**config.mk**
```make
export PLATFORM = sky130hd
export DESIGN_NAME = alu_exec
export DESIGN_NICKNAME = d
export VERILOG_FILES = /design/src/common/alu_pkg.sv /design/src/core/alu_adder8.sv /design/src/core/alu_exec.sv
export SDC_FILE = /design/constraint.sdc
export NUM_CORES = 1
export LEC_CHECK = 0
export BUFFER_PORTS_ARGS = -buffer_cell sky130_fd_sc_hd__buf_4
export CAP_MARGIN = 10
export CORE_MARGIN = 4
export CORE_UTILIZATION = 40
export CTS_BUF_LIST = sky130_fd_sc_hd__clkbuf_4 sky130_fd_sc_hd__clkbuf_8
export CTS_CLUSTER_SIZE = 30
export DETAILED_ROUTE_END_ITERATION = 7
export SETUP_SLACK_MARGIN = 0.05
export SYNTH_ARGS = -nofsm -noshare
export SYNTH_HDL_FRONTEND = slang
export SYNTH_HIERARCHICAL = 1
export SYNTH_SLANG_ARGS = --single-unit
export TNS_END_PERCENT = 1
```
**constraint.sdc**
```tcl
create_clock -name I_MCLK -period 3.6 [get_ports I_MCLK]
set_input_delay 0.72 -clock I_MCLK [delete_from_list [all_inputs] [get_ports I_MCLK]]
set_output_delay 0.72 -clock I_MCLK [all_outputs]
set_load 0.01 [all_outputs]
```
**src/common/alu_pkg.sv**
```systemverilog
// package: operation codes, field layouts, flag positions and reset values for the datapath
package alu_pkg;

    localparam int DATA_W     = 8;
    localparam int PTR_W      = 16;
    localparam int IMM6_W     = 6;
    localparam int FADDR_W    = 7;
    localparam int NIBBLE_MSB = 3;
    localparam int SIGN_BIT   = 7;

    localparam logic [DATA_W-1:0] ACC_RESET = 8'h00;
    localparam logic [PTR_W-1:0]  PTR_RESET = 16'h0000;
    localparam logic [FADDR_W-1:0] INDIRECT_ADDR0 = 7'h00;
    localparam logic [FADDR_W-1:0] INDIRECT_ADDR1 = 7'h01;
    localparam int EXTRA_CYCLES = 1;

    typedef enum logic [3:0] {
        OP_NONE                       = 4'h0,
        OP_POINTER_ADD_IMMEDIATE      = 4'h1,
        OP_AND_IMMEDIATE              = 4'h2,
        OP_ADD_IMMEDIATE              = 4'h3,
        OP_AND_WITH_REGISTER          = 4'h4,
        OP_ADD_WITH_REGISTER          = 4'h5,
        OP_ARITH_RIGHT_SHIFT          = 4'h6,
        OP_ADD_REGISTER_WITH_CARRY_IN = 4'h7
    } alu_op_e;

    // one instruction from the decoder
    typedef struct packed {
        alu_op_e              op;
        logic [DATA_W-1:0]    imm;
        logic                 ptr_sel;
        logic [FADDR_W-1:0]   faddr;
        logic                 dest_reg;
    } alu_cmd_s;

    // status flags
    typedef struct packed {
        logic zero;
        logic nibble_overflow_bit;
        logic carry;
    } alu_flags_s;

    localparam alu_flags_s FLAGS_RESET = '{zero: 1'b0, nibble_overflow_bit: 1'b0, carry: 1'b0};

endpackage

```
**src/core/alu_adder8.sv**
```systemverilog
// 8-bit adder with carry-in, nibble carry and carry out
`timescale 1ns/1ps
module alu_adder8
    import alu_pkg::*;
#(
    parameter int WIDTH = DATA_W
) (
    input  wire logic [WIDTH-1:0] i_a,
    input  wire logic [WIDTH-1:0] i_b,
    input  wire logic             i_cin,
    output logic      [WIDTH-1:0] o_sum,
    output logic                  o_nibble_cout,
    output logic                  o_cout
);
    logic [WIDTH:0]        full_sum;
    logic [NIBBLE_MSB+1:0] low_sum;

    assign full_sum      = {1'b0, i_a} + {1'b0, i_b} + {{WIDTH{1'b0}}, i_cin};
    assign low_sum       = {1'b0, i_a[NIBBLE_MSB:0]} + {1'b0, i_b[NIBBLE_MSB:0]}
                           + {{(NIBBLE_MSB+1){1'b0}}, i_cin};
    assign o_sum         = full_sum[WIDTH-1:0];
    assign o_cout        = full_sum[WIDTH];
    assign o_nibble_cout = low_sum[NIBBLE_MSB+1];
endmodule

```
**src/core/alu_exec.sv**
```systemverilog
// execution datapath: pointer add, literal and register arithmetic, shift, flags
//
// Summary of operation
// - add signed 6-bit immediate to selected pointer
// - pointer sum wraps modulo 16 bits
// - and immediate into accumulator, zero only
// - add immediate into accumulator, all flags
// - and accumulator with register, zero only
// - destination bit picks accumulator or register
// - add accumulator and register, all flags
// - arithmetic shift right, bit0 to carry
// - add accumulator, register and carry
// - indirect register with pointer msb stalls
//
// The implementer's own choices: the address-and-strobe port and the address map.
`timescale 1ns/1ps
module alu_exec
    import alu_pkg::*;
(
    input  wire logic               I_MCLK,
    input  wire logic               I_RST,
    input  wire logic               I_CMD_VALID,
    input  wire alu_cmd_s           I_CMD,
    input  wire logic [DATA_W-1:0]  I_FREG_RDATA,
    output logic                    O_CMD_READY,
    output logic                    O_DONE,
    output logic                    O_FREG_WE,
    output logic      [FADDR_W-1:0] O_FREG_ADDR,
    output logic      [DATA_W-1:0]  O_FREG_WDATA,
    output logic      [DATA_W-1:0]  O_ACC,
    output alu_flags_s              O_FLAGS,
    output logic      [PTR_W-1:0]   O_PTR0,
    output logic      [PTR_W-1:0]   O_PTR1
);
    // ==========================================================
    // state
    // ==========================================================
    typedef enum logic [1:0] {
        ST_RUN   = 2'b01,
        ST_STALL = 2'b10
    } exec_state_e;

    exec_state_e       state_r;
    exec_state_e       state_nxt;
    alu_cmd_s          held_r;
    logic [DATA_W-1:0] held_data_r;
    logic [DATA_W-1:0] acc_r;
    alu_flags_s        flags_r;
    logic [PTR_W-1:0]  ptr0_r;
    logic [PTR_W-1:0]  ptr1_r;
    logic              done_r;
    logic              freg_we_r;
    logic [FADDR_W-1:0] freg_addr_r;
    logic [DATA_W-1:0] freg_wdata_r;

    // ==========================================================
    // decode
    // ==========================================================
    wire logic is_reg_op  = (I_CMD.op == OP_AND_WITH_REGISTER)
                          | (I_CMD.op == OP_ADD_WITH_REGISTER)
                          | (I_CMD.op == OP_ARITH_RIGHT_SHIFT)
                          | (I_CMD.op == OP_ADD_REGISTER_WITH_CARRY_IN);
    wire logic hit_ind0   = (I_CMD.faddr == INDIRECT_ADDR0) & ptr0_r[PTR_W-1];
    wire logic hit_ind1   = (I_CMD.faddr == INDIRECT_ADDR1) & ptr1_r[PTR_W-1];
    wire logic need_stall = I_CMD_VALID & is_reg_op & (hit_ind0 | hit_ind1);
    wire logic take_now   = I_CMD_VALID & (state_r == ST_RUN) & ~need_stall;
    wire logic run_held   = (state_r == ST_STALL);
    wire logic exec_en    = take_now | run_held;

    wire alu_cmd_s          cmd   = run_held ? held_r : I_CMD;
    wire logic [DATA_W-1:0] fdata = run_held ? held_data_r : I_FREG_RDATA;

    // ==========================================================
    // arithmetic
    // ==========================================================
    wire logic is_imm     = (cmd.op == OP_ADD_IMMEDIATE);
    wire logic use_cin    = (cmd.op == OP_ADD_REGISTER_WITH_CARRY_IN);
    wire logic [DATA_W-1:0] add_b = is_imm ? cmd.imm : fdata;
    logic [DATA_W-1:0] add_sum;
    logic              add_dc;
    logic              add_c;

    alu_adder8 #(.WIDTH(DATA_W)) u_adder (
        .i_a           (acc_r),
        .i_b           (add_b),
        .i_cin         (use_cin & flags_r.carry),
        .o_sum         (add_sum),
        .o_nibble_cout (add_dc),
        .o_cout        (add_c)
    );

    wire logic [PTR_W-1:0] imm_ext = {{(PTR_W-IMM6_W){cmd.imm[IMM6_W-1]}},
                                      cmd.imm[IMM6_W-1:0]};
    wire logic [PTR_W-1:0] ptr_cur = cmd.ptr_sel ? ptr1_r : ptr0_r;
    wire logic [PTR_W-1:0] ptr_sum = ptr_cur + imm_ext;

    wire logic [DATA_W-1:0] shr_res = {fdata[SIGN_BIT], fdata[DATA_W-1:1]};

    // result, flag update mask, and destination
    logic [DATA_W-1:0] res;
    alu_flags_s        fnew;
    logic              upd_z;
    logic              upd_c;
    logic              upd_dc;
    logic              to_reg;

    always_comb begin
        res    = add_sum;
        fnew   = flags_r;
        upd_z  = 1'b0;
        upd_c  = 1'b0;
        upd_dc = 1'b0;
        to_reg = 1'b0;
        case (cmd.op)
            OP_AND_IMMEDIATE: begin
                res   = acc_r & cmd.imm;
                upd_z = 1'b1;
            end
            OP_ADD_IMMEDIATE: begin
                upd_z  = 1'b1;
                upd_c  = 1'b1;
                upd_dc = 1'b1;
            end
            OP_AND_WITH_REGISTER: begin
                res    = acc_r & fdata;
                upd_z  = 1'b1;
                to_reg = cmd.dest_reg;
            end
            OP_ADD_WITH_REGISTER, OP_ADD_REGISTER_WITH_CARRY_IN: begin
                upd_z  = 1'b1;
                upd_c  = 1'b1;
                upd_dc = 1'b1;
                to_reg = cmd.dest_reg;
            end
            OP_ARITH_RIGHT_SHIFT: begin
                res    = shr_res;
                upd_z  = 1'b1;
                upd_c  = 1'b1;
                to_reg = cmd.dest_reg;
            end
            default: begin
                res = acc_r;
            end
        endcase
        if (upd_z) begin
            fnew.zero = (res == '0);
        end
        if (upd_c) begin
            fnew.carry = (cmd.op == OP_ARITH_RIGHT_SHIFT) ? fdata[0] : add_c;
        end
        if (upd_dc) begin
            fnew.nibble_overflow_bit = add_dc;
        end
    end

    wire logic writes_acc = (cmd.op != OP_NONE) & (cmd.op != OP_POINTER_ADD_IMMEDIATE)
                          & ~to_reg;

    // ==========================================================
    // sequencing
    // ==========================================================
    always_comb begin
        case (state_r)
            ST_RUN:   state_nxt = need_stall ? ST_STALL : ST_RUN;
            ST_STALL: state_nxt = ST_RUN;
            default:  state_nxt = ST_RUN;
        endcase
    end

    always_ff @(posedge I_MCLK) begin
        if (I_RST) begin
            state_r     <= ST_RUN;
            held_r      <= '0;
            held_data_r <= '0;
        end else begin
            state_r <= state_nxt;
            if (need_stall & (state_r == ST_RUN)) begin
                held_r      <= I_CMD;
                held_data_r <= I_FREG_RDATA;
            end
        end
    end

    // ==========================================================
    // architectural state
    // ==========================================================
    always_ff @(posedge I_MCLK) begin
        if (I_RST) begin
            acc_r   <= ACC_RESET;
            flags_r <= FLAGS_RESET;
            ptr0_r  <= PTR_RESET;
            ptr1_r  <= PTR_RESET;
        end else if (exec_en) begin
            flags_r <= fnew;
            if (writes_acc) begin
                acc_r <= res;
            end
            if ((cmd.op == OP_POINTER_ADD_IMMEDIATE) & ~cmd.ptr_sel) begin
                ptr0_r <= ptr_sum;
            end
            if ((cmd.op == OP_POINTER_ADD_IMMEDIATE) & cmd.ptr_sel) begin
                ptr1_r <= ptr_sum;
            end
        end
    end

    always_ff @(posedge I_MCLK) begin
        if (I_RST) begin
            done_r       <= 1'b0;
            freg_we_r    <= 1'b0;
            freg_addr_r  <= '0;
            freg_wdata_r <= '0;
        end else begin
            done_r       <= exec_en & (cmd.op != OP_NONE);
            freg_we_r    <= exec_en & to_reg;
            freg_addr_r  <= cmd.faddr;
            freg_wdata_r <= res;
        end
    end

    // ==========================================================
    // outputs
    // ==========================================================
    assign O_CMD_READY  = (state_r == ST_RUN);
    assign O_DONE       = done_r;
    assign O_FREG_WE    = freg_we_r;
    assign O_FREG_ADDR  = freg_addr_r;
    assign O_FREG_WDATA = freg_wdata_r;
    assign O_ACC        = acc_r;
    assign O_FLAGS      = flags_r;
    assign O_PTR0       = ptr0_r;
    assign O_PTR1       = ptr1_r;

    // ==========================================================
    // checks
    // ==========================================================
    ptr_flags_keep_a: assert property (@(posedge I_MCLK) disable iff (I_RST)
        (exec_en && cmd.op == OP_POINTER_ADD_IMMEDIATE) |=> $stable(flags_r))
        else $error("pointer add changed flags");

    ptr_wrap_a: assert property (@(posedge I_MCLK) disable iff (I_RST)
        (exec_en && cmd.op == OP_POINTER_ADD_IMMEDIATE && !cmd.ptr_sel)
        |=> ptr0_r == 16'($past(ptr0_r) + $past(imm_ext)))
        else $error("pointer sum wrong");

    and_imm_a: assert property (@(posedge I_MCLK) disable iff (I_RST)
        (take_now && I_CMD.op == OP_AND_IMMEDIATE)
        |=> acc_r == ($past(acc_r) & $past(I_CMD.imm)) && flags_r.carry == $past(flags_r.carry))
        else $error("and immediate wrong");

    add_imm_a: assert property (@(posedge I_MCLK) disable iff (I_RST)
        (take_now && I_CMD.op == OP_ADD_IMMEDIATE)
        |=> {flags_r.carry, acc_r} == {1'b0, $past(acc_r)} + {1'b0, $past(I_CMD.imm)})
        else $error("add immediate wrong");

    and_reg_zero_a: assert property (@(posedge I_MCLK) disable iff (I_RST)
        (take_now && I_CMD.op == OP_AND_WITH_REGISTER)
        |=> flags_r.zero == (($past(acc_r) & $past(I_FREG_RDATA)) == 8'h00))
        else $error("and register zero flag wrong");

    dest_route_a: assert property (@(posedge I_MCLK) disable iff (I_RST)
        (exec_en && to_reg) |=> O_FREG_WE && $stable(acc_r))
        else $error("register destination not honoured");

    stall_one_a: assert property (@(posedge I_MCLK) disable iff (I_RST)
        (need_stall && state_r == ST_RUN) |=> !O_CMD_READY ##1 O_CMD_READY && O_DONE)
        else $error("indirect stall length wrong");

    shift_carry_a: assert property (@(posedge I_MCLK) disable iff (I_RST)
        (take_now && I_CMD.op == OP_ARITH_RIGHT_SHIFT)
        |=> flags_r.carry == $past(I_FREG_RDATA[0]))
        else $error("shift carry wrong");

    add_carry_in_a: assert property (@(posedge I_MCLK) disable iff (I_RST)
        (take_now && I_CMD.op == OP_ADD_REGISTER_WITH_CARRY_IN && !I_CMD.dest_reg)
        |=> acc_r == 8'($past(acc_r) + $past(I_FREG_RDATA) + 8'($past(flags_r.carry))))
        else $error("add with carry wrong");

endmodule

```
# After elaboration in Yosys (flattened, before gate mapping)
# Cells that the tools add are included.
[totals] in_bits=32 elab_cells=87 register_bits=91 out_inout_bits=61
[op_classes] mux=11 eq_ne=15 bitwise=25 addsub=5 n_reduce_logical=14
[op_table] operator="$eq A4 B3 Y1 const B" count=8
[op_table] operator="$pmux W8 S4" count=1
[op_table] operator="$mux W21" count=1
[op_table] operator="$add A16 B16 Y16" count=1
[op_table] operator="$and A8 B8 Y8" count=2
[op_table] operator="$mux W16" count=1
[op_table] operator="$mux W8" count=2
[op_table] operator="$and A1 B1 Y1" count=14
[op_table] operator="$reduce_and A2 Y1" count=6
[op_table] operator="$add A8 B8 Y9" count=1
[op_table] operator="$add A9 B1 Y9" count=1
[op_table] operator="$eq A4 B2 Y1 const B" count=2
[op_table] operator="$logic_not A8 Y1" count=1
[op_table] operator="$reduce_or A4 Y1" count=2
[op_table] operator="$eq A7 B1 Y1 const B" count=1
[op_table] operator="$logic_not A7 Y1" count=1
[op_table] operator="$reduce_or A6 Y1" count=1
[op_table] operator="$add A4 B4 Y5" count=1
[op_table] operator="$add A5 B1 Y5" count=1
[op_table] operator="$mux W1" count=5
[op_table] operator="$or A1 B1 Y1" count=5
[op_table] operator="$eq A4 B1 Y1 const B" count=1
[op_table] operator="$ne A4 B1 Y1 const B" count=1
[op_table] operator="$not A1 Y1" count=4
[op_table] operator="other kinds (6)" count=6

# Longest topological paths before layout
[logic_depth] ltp_word=10 mapped_depth=17 mapped_depth_nobuf=15

# Modules after synthesis
# The synthesis kept the hierarchy.
[modules_own_cells] module="alu_exec" cells_each=558 n_inst=1 seq_area_each_um2=1821.7 area_each_um2=4912.2
[modules_own_cells] module="alu_adder8" cells_each=42 n_inst=1 seq_area_each_um2=0.0 area_each_um2=341.6

# Worst setup path before layout
# Ideal clock, no wire load.
[synth_timing] path_type="input-to-reg" startpoint="input I_CMD[19] in the netlist's numbering" endpoint="register flags_r, in the netlist O_FLAGS[2]" required_time_ns=3.484 slack_ns=-0.211 arrival_ns=3.695 path_buffers=1 stages=14 setup_ns=0.116 cell_sequence="nor2_1 > mux2i_1 > buf_2 > nor3_2 > mux2i_1 > fa_1 > fa_1 > a21o_1 > a21o_1 > xor2_1 > a2bb2oi_1 > o21a_1 > and4_1 > a41o_1"
[synth_between] word_cells_on_any_way=29 cone_classes="2 x add/sub; 10 x eq/ne; 4 x mux; 9 x bitwise; 4 x reduce/logical"
[synth_rtl] item="from (decl)" line="alu_exec.sv:23" source="input wire alu_cmd_s I_CMD,"
[synth_rtl] item="$mux W21" line="alu_exec.sv:70" source="wire alu_cmd_s cmd = run_held ? held_r : I_CMD;"
[synth_rtl] item="$eq A4 B2 Y1" line="alu_exec.sv:76" source="wire logic is_imm = (cmd.op == OP_ADD_IMMEDIATE);"
[synth_rtl] item="$mux W8" line="alu_exec.sv:78" source="wire logic [DATA_W-1:0] add_b = is_imm ? cmd.imm : fdata;"
[synth_rtl] item="net add_b[0]" line="alu_exec.sv:78"
[synth_rtl] item="$add A8 B8 Y9" line="alu_adder8.sv:18" source="assign full_sum = {1'b0, i_a} + {1'b0, i_b} + {{WIDTH{1'b0}}, i_cin};"
[synth_rtl] item="$add A9 B1 Y9" line="alu_adder8.sv:18"
[synth_rtl] item="net add_sum[4]" line="alu_exec.sv:79" source="logic [DATA_W-1:0] add_sum;"
[synth_rtl] item="$pmux W8 S4" line="alu_exec.sv:114" source="case (cmd.op)"
[synth_rtl] item="$logic_not A8 Y1" line="alu_exec.sv:146" source="fnew.zero = (res == '0);"
[synth_rtl] item="to (signal assigned)" line="alu_exec.sv:194" source="flags_r <= fnew;"
[synth_rtl] item="to (decl)" line="alu_exec.sv:48" source="alu_flags_s flags_r;"
# The timed path passes the listed nets, and every way through them passes these cells.
# A chain may end at the register's enable or synchronous reset.

# Worst setup path after layout
[layout_timing] startpoint="register state_r[0]" endpoint="register flags_r, in the netlist O_FLAGS[2]"
[layout_between] elab_chain_cells=8 word_cells_on_any_way=25 cone_classes="2 x add/sub; 8 x eq/ne; 5 x mux; 6 x bitwise; 4 x reduce/logical"
[layout_lines] item="from (decl)" line="alu_exec.sv:43" source="exec_state_e state_r;"
[layout_lines] item="from (signal assigned)" line="alu_exec.sv:176" source="state_r <= state_nxt;"
[layout_lines] item="$eq A2 B2 Y1 *" line="alu_exec.sv:67" source="wire logic run_held = (state_r == ST_STALL);"
[layout_lines] item="$mux W21" line="alu_exec.sv:70"
[layout_lines] item="$eq A4 B2 Y1" line="alu_exec.sv:76"
[layout_lines] item="$mux W8 *" line="alu_exec.sv:78"
[layout_lines] item="net add_b[0]" line="alu_exec.sv:78"
[layout_lines] item="$add A8 B8 Y9 *" line="alu_adder8.sv:18"
[layout_lines] item="$add A9 B1 Y9 *" line="alu_adder8.sv:18"
[layout_lines] item="net add_sum[6]" line="alu_exec.sv:79"
[layout_lines] item="$pmux W8 S4 *" line="alu_exec.sv:114"
[layout_lines] item="$logic_not A8 Y1 *" line="alu_exec.sv:146"
# Mark *: on every way through the listed nets, which the timed path passes. The rest lies on a longest branch.

==> results.json <==
{
  "htree_levels": 3,
  "initial_core_util_pct": 41.3,
  "numCtsBuffers": 9,
  "worstSetupEndpoint": "O_FLAGS[2]",
  "setup_viol": 0,
  "peakVddDrop_uv": 191,
  "cp-startpoint": "state_r[0]",
  "drc_errors": 0,
  "hold_violations": 0,
  "cp-end-kind": "register",
  "rsz0062_at_grt": "true",
  "ys_types": 67,
  "place_ws_ps": 4.16,
  "cellPowerDensity_nw_per_um2": 340,
  "post_drt_wl_per_cell_um": 16.7,
  "fin_crit_ps": 3460,
  "clkSinkCount": 91,
  "ys_warn_count": 6,
  "holdWs_ps": 459,
  "report.final.slew_viol_count": 0,
  "finalCritPeriodShare_pct": 96.1,
  "vias": 4780,
  "crit_buf_inv": 1,
  "fin_worst_skew_ps": 14.3,
  "cts_tree": "done",
  "layout_common_cells": "127 x buf_4, 90 x dfxtp_1, 66 x nor2_1",
  "reg2reg_to": "O_FLAGS[2]",
  "drtIter0Drc": 318,
  "postRouteAntennaNets": 0,
  "grt_max_degree": 42,
  "synthArstFlopShare_pct": 0,
  "hp-class": "reg -> reg",
  "die_width_um": 123,
  "startpoint_type": "register",
  "core_area_sq_um": 12700,
  "worstMarginPinSlew_ps": 725,
  "overflow": 0,
  "avgSynthCellArea_sq_um": 8.76,
  "crit_cells": 13,
  "vias_per_cell": 5.38,
  "cap_viol_max_count": 0,
  "cpPeakStageDelay_ps": 420,
  "gr-usage-all-layers_pct": 20.3,
  "postLayoutSetupSlackWorst_ps": 139,
  "final_core_util_pct": 51.7,
  "syn_area_sq_um": 5250,
  "clkTransAtPathRegs_ps": 90,
  "layout.cells.non_filler": 888,
  "postSynthCellCount": 600,
  "layout-drive-gt1-share_pct": 27.0,
  "root_buffer": "clkbuf_8",
  "grt_pass1_wl_um": 23800,
  "synth_edf_count": 0,
  "clock_latency_ps": 380,
  "synthToLayoutAreaGrowth_pct": 25.2,
  "drtPass1Iterations": 5,
  "fin_area_sq_um": 6580,
  "tns_ps": 0,
  "fin_nets": 769,
  "crit_chain": "nand2b_4 -> buf_12 -> mux2i_2 -> nor3_4 -> mux2i_1 -> fa_2 -> fa_1 -> a21o_1 -> a41oi_1 -> xnor2_1 -> a221oi_2 -> and4_1 -> a41o_1",
  "critPathRequiredTime_ps": 3920,
  "totalWireLength_um": 14800,
  "placed_cells": 871,
  "fmaxAchievable_ghz": 0.289,
  "cts.hold.buffers_added": 0,
  "port_buffers": 92,
  "hpwl_um": 11400,
  "rrSetupSlack_ps": 140,
  "leakage_nw": 2.88,
  "syn_nets": 658,
  "synth-main-ff-cell": "dfxtp_1",
  "status": "finished, final reports clean",
  "gp_congestion": 0.870,
  "grt_pass1_vias": 4618,
  "layout_commonest_cell": "buf_4",
  "power_mw": 2.23,
  "path_delay_family": "compound AO/OA/AOI/OAI gates",
  "critPathKind": "reg -> reg",
  "rows": 41,
  "diodes": 0,
  "cpMaxStageDelayCell": "fa_2",
  "rr_worst_depth": 13,
  "dieHeight_um": 123,
  "worstReg2RegStart": "state_r[0]",
  "dpl_cell_area_sq_um": 6300,
  "arrival_ps": 3780,
  "yosys_register_bits": 91,
  "ys_seq_area_share_pct": 34.7,
  "clk_path_buf_depth": 2,
  "antenna_found_initial": 0,
  "dieArea_sq_um": 15000,
  "critPathMaxFanout": 15,
  "slew_headroom_pct": 51.5,
  "num_io_pins": 93
}
==> worst min path at each step <==
stage	startpoint	endpoint	slack [ps]	cells past startpoint
after CTS	held_r[1]	O_FREG_ADDR[0]	460	2
final	held_r[1]	O_FREG_ADDR[0]	460	2
after global routing	held_r[7]	O_FREG_ADDR[6]	490	2
after detailed placement	held_r[3]	held_r[3]	450	1
after global placement	held_r[1]	O_FREG_ADDR[0]	440	2
after floorplan	held_r[2]	O_FREG_ADDR[1]	430	2
==> synthesized netlist by cell type, types with 6 or more instances <==
master	count	area [sq um]
o21ai_0	14	70.1
and2_1	9	56.3
mux2i_1	46	460
nor2_1	66	248
nand3b_1	11	82.6
nor3_1	17	85.1
xnor2_1	8	70.1
dfxtp_1	91	1820
mux2_2	17	191
nand2_1	62	233
nand2b_1	6	37.5
ha_1	23	288
o31ai_1	9	67.6
nor2b_1	6	37.5
a211oi_1	13	97.6
clkbuf_1	12	45.0
nand3_1	17	85.1
buf_2	10	50.1
or3_1	6	37.5
inv_1	16	60.1
a21oi_1	43	215
==> state kept, by name (all words and copies together) (netlist names) <==
name	count
O_FREG_WE	1
O_PTR0	16
O_DONE	1
held_data_r	8
held_r	21
O_FREG_ADDR	7
O_FLAGS	3
O_ACC	8
O_FREG_WDATA	8
O_PTR1	16
state_r	2
==> logic make-up (layout without fill, tap and decap cells) <==
kind of cell | count (synthesis) | in the layout | synth area share [%]
DFF | 91 | 91 | 34.7
AOI/OAI and AO/OA | 129 | 129 | 16.6
adders and majority gates | 26 | 26 | 6.62
xor gates and xnor gates | 12 | 12 | 2.00
and+or+nand+nor | 228 | 228 | 21.5
buffers and inverters | 46 | 162 | 4.38
muxes | 68 | 68 | 14.2
==> routing by layer <==
layer	part of all wire, %	global-route usage (%)	vias to the layer above
li1	-	-	2378
met3	5.0	3.18	14
met2	44	30.4	143
met1	49	29.5	2245
met5	0	0	-
met4	1.6	6.93	0
==> area by class of cell <==
class                      instances  area, sq um
multi-input combinational        463         3260
clock buffer                       9          124
fill                            1258         6150
clock inverter                     7          101
tap                              172          215
timing repair buffer             130          996
inverter                          16         60.1
sequential                        91         1820
==> what timing repair did <==
action	4_1_cts	5_1_grt
setup endpoints to repair	1	20
resized for setup	1	14
setup buffers	0	1
==> report_power, final <==
part	total [mW]	internal, mW	switching (mW)
Clock	0.791	0.397	0.394
Combinational	0.391	0.179	0.212
Sequential	1.05	1.03	0.0222
==> worst register-to-register path: stages (launching register included) <==
cell and delay, ps:
dfxtp_1 350, nand2b_4 190, buf_12 180, mux2i_2 320, nor3_4 80, mux2i_1 150, fa_2 420, fa_1 410
a21o_1 200, a41oi_1 290, xnor2_1 120, a221oi_2 320, and4_1 230, a41o_1 160
(Power assumes the default switching activity.)
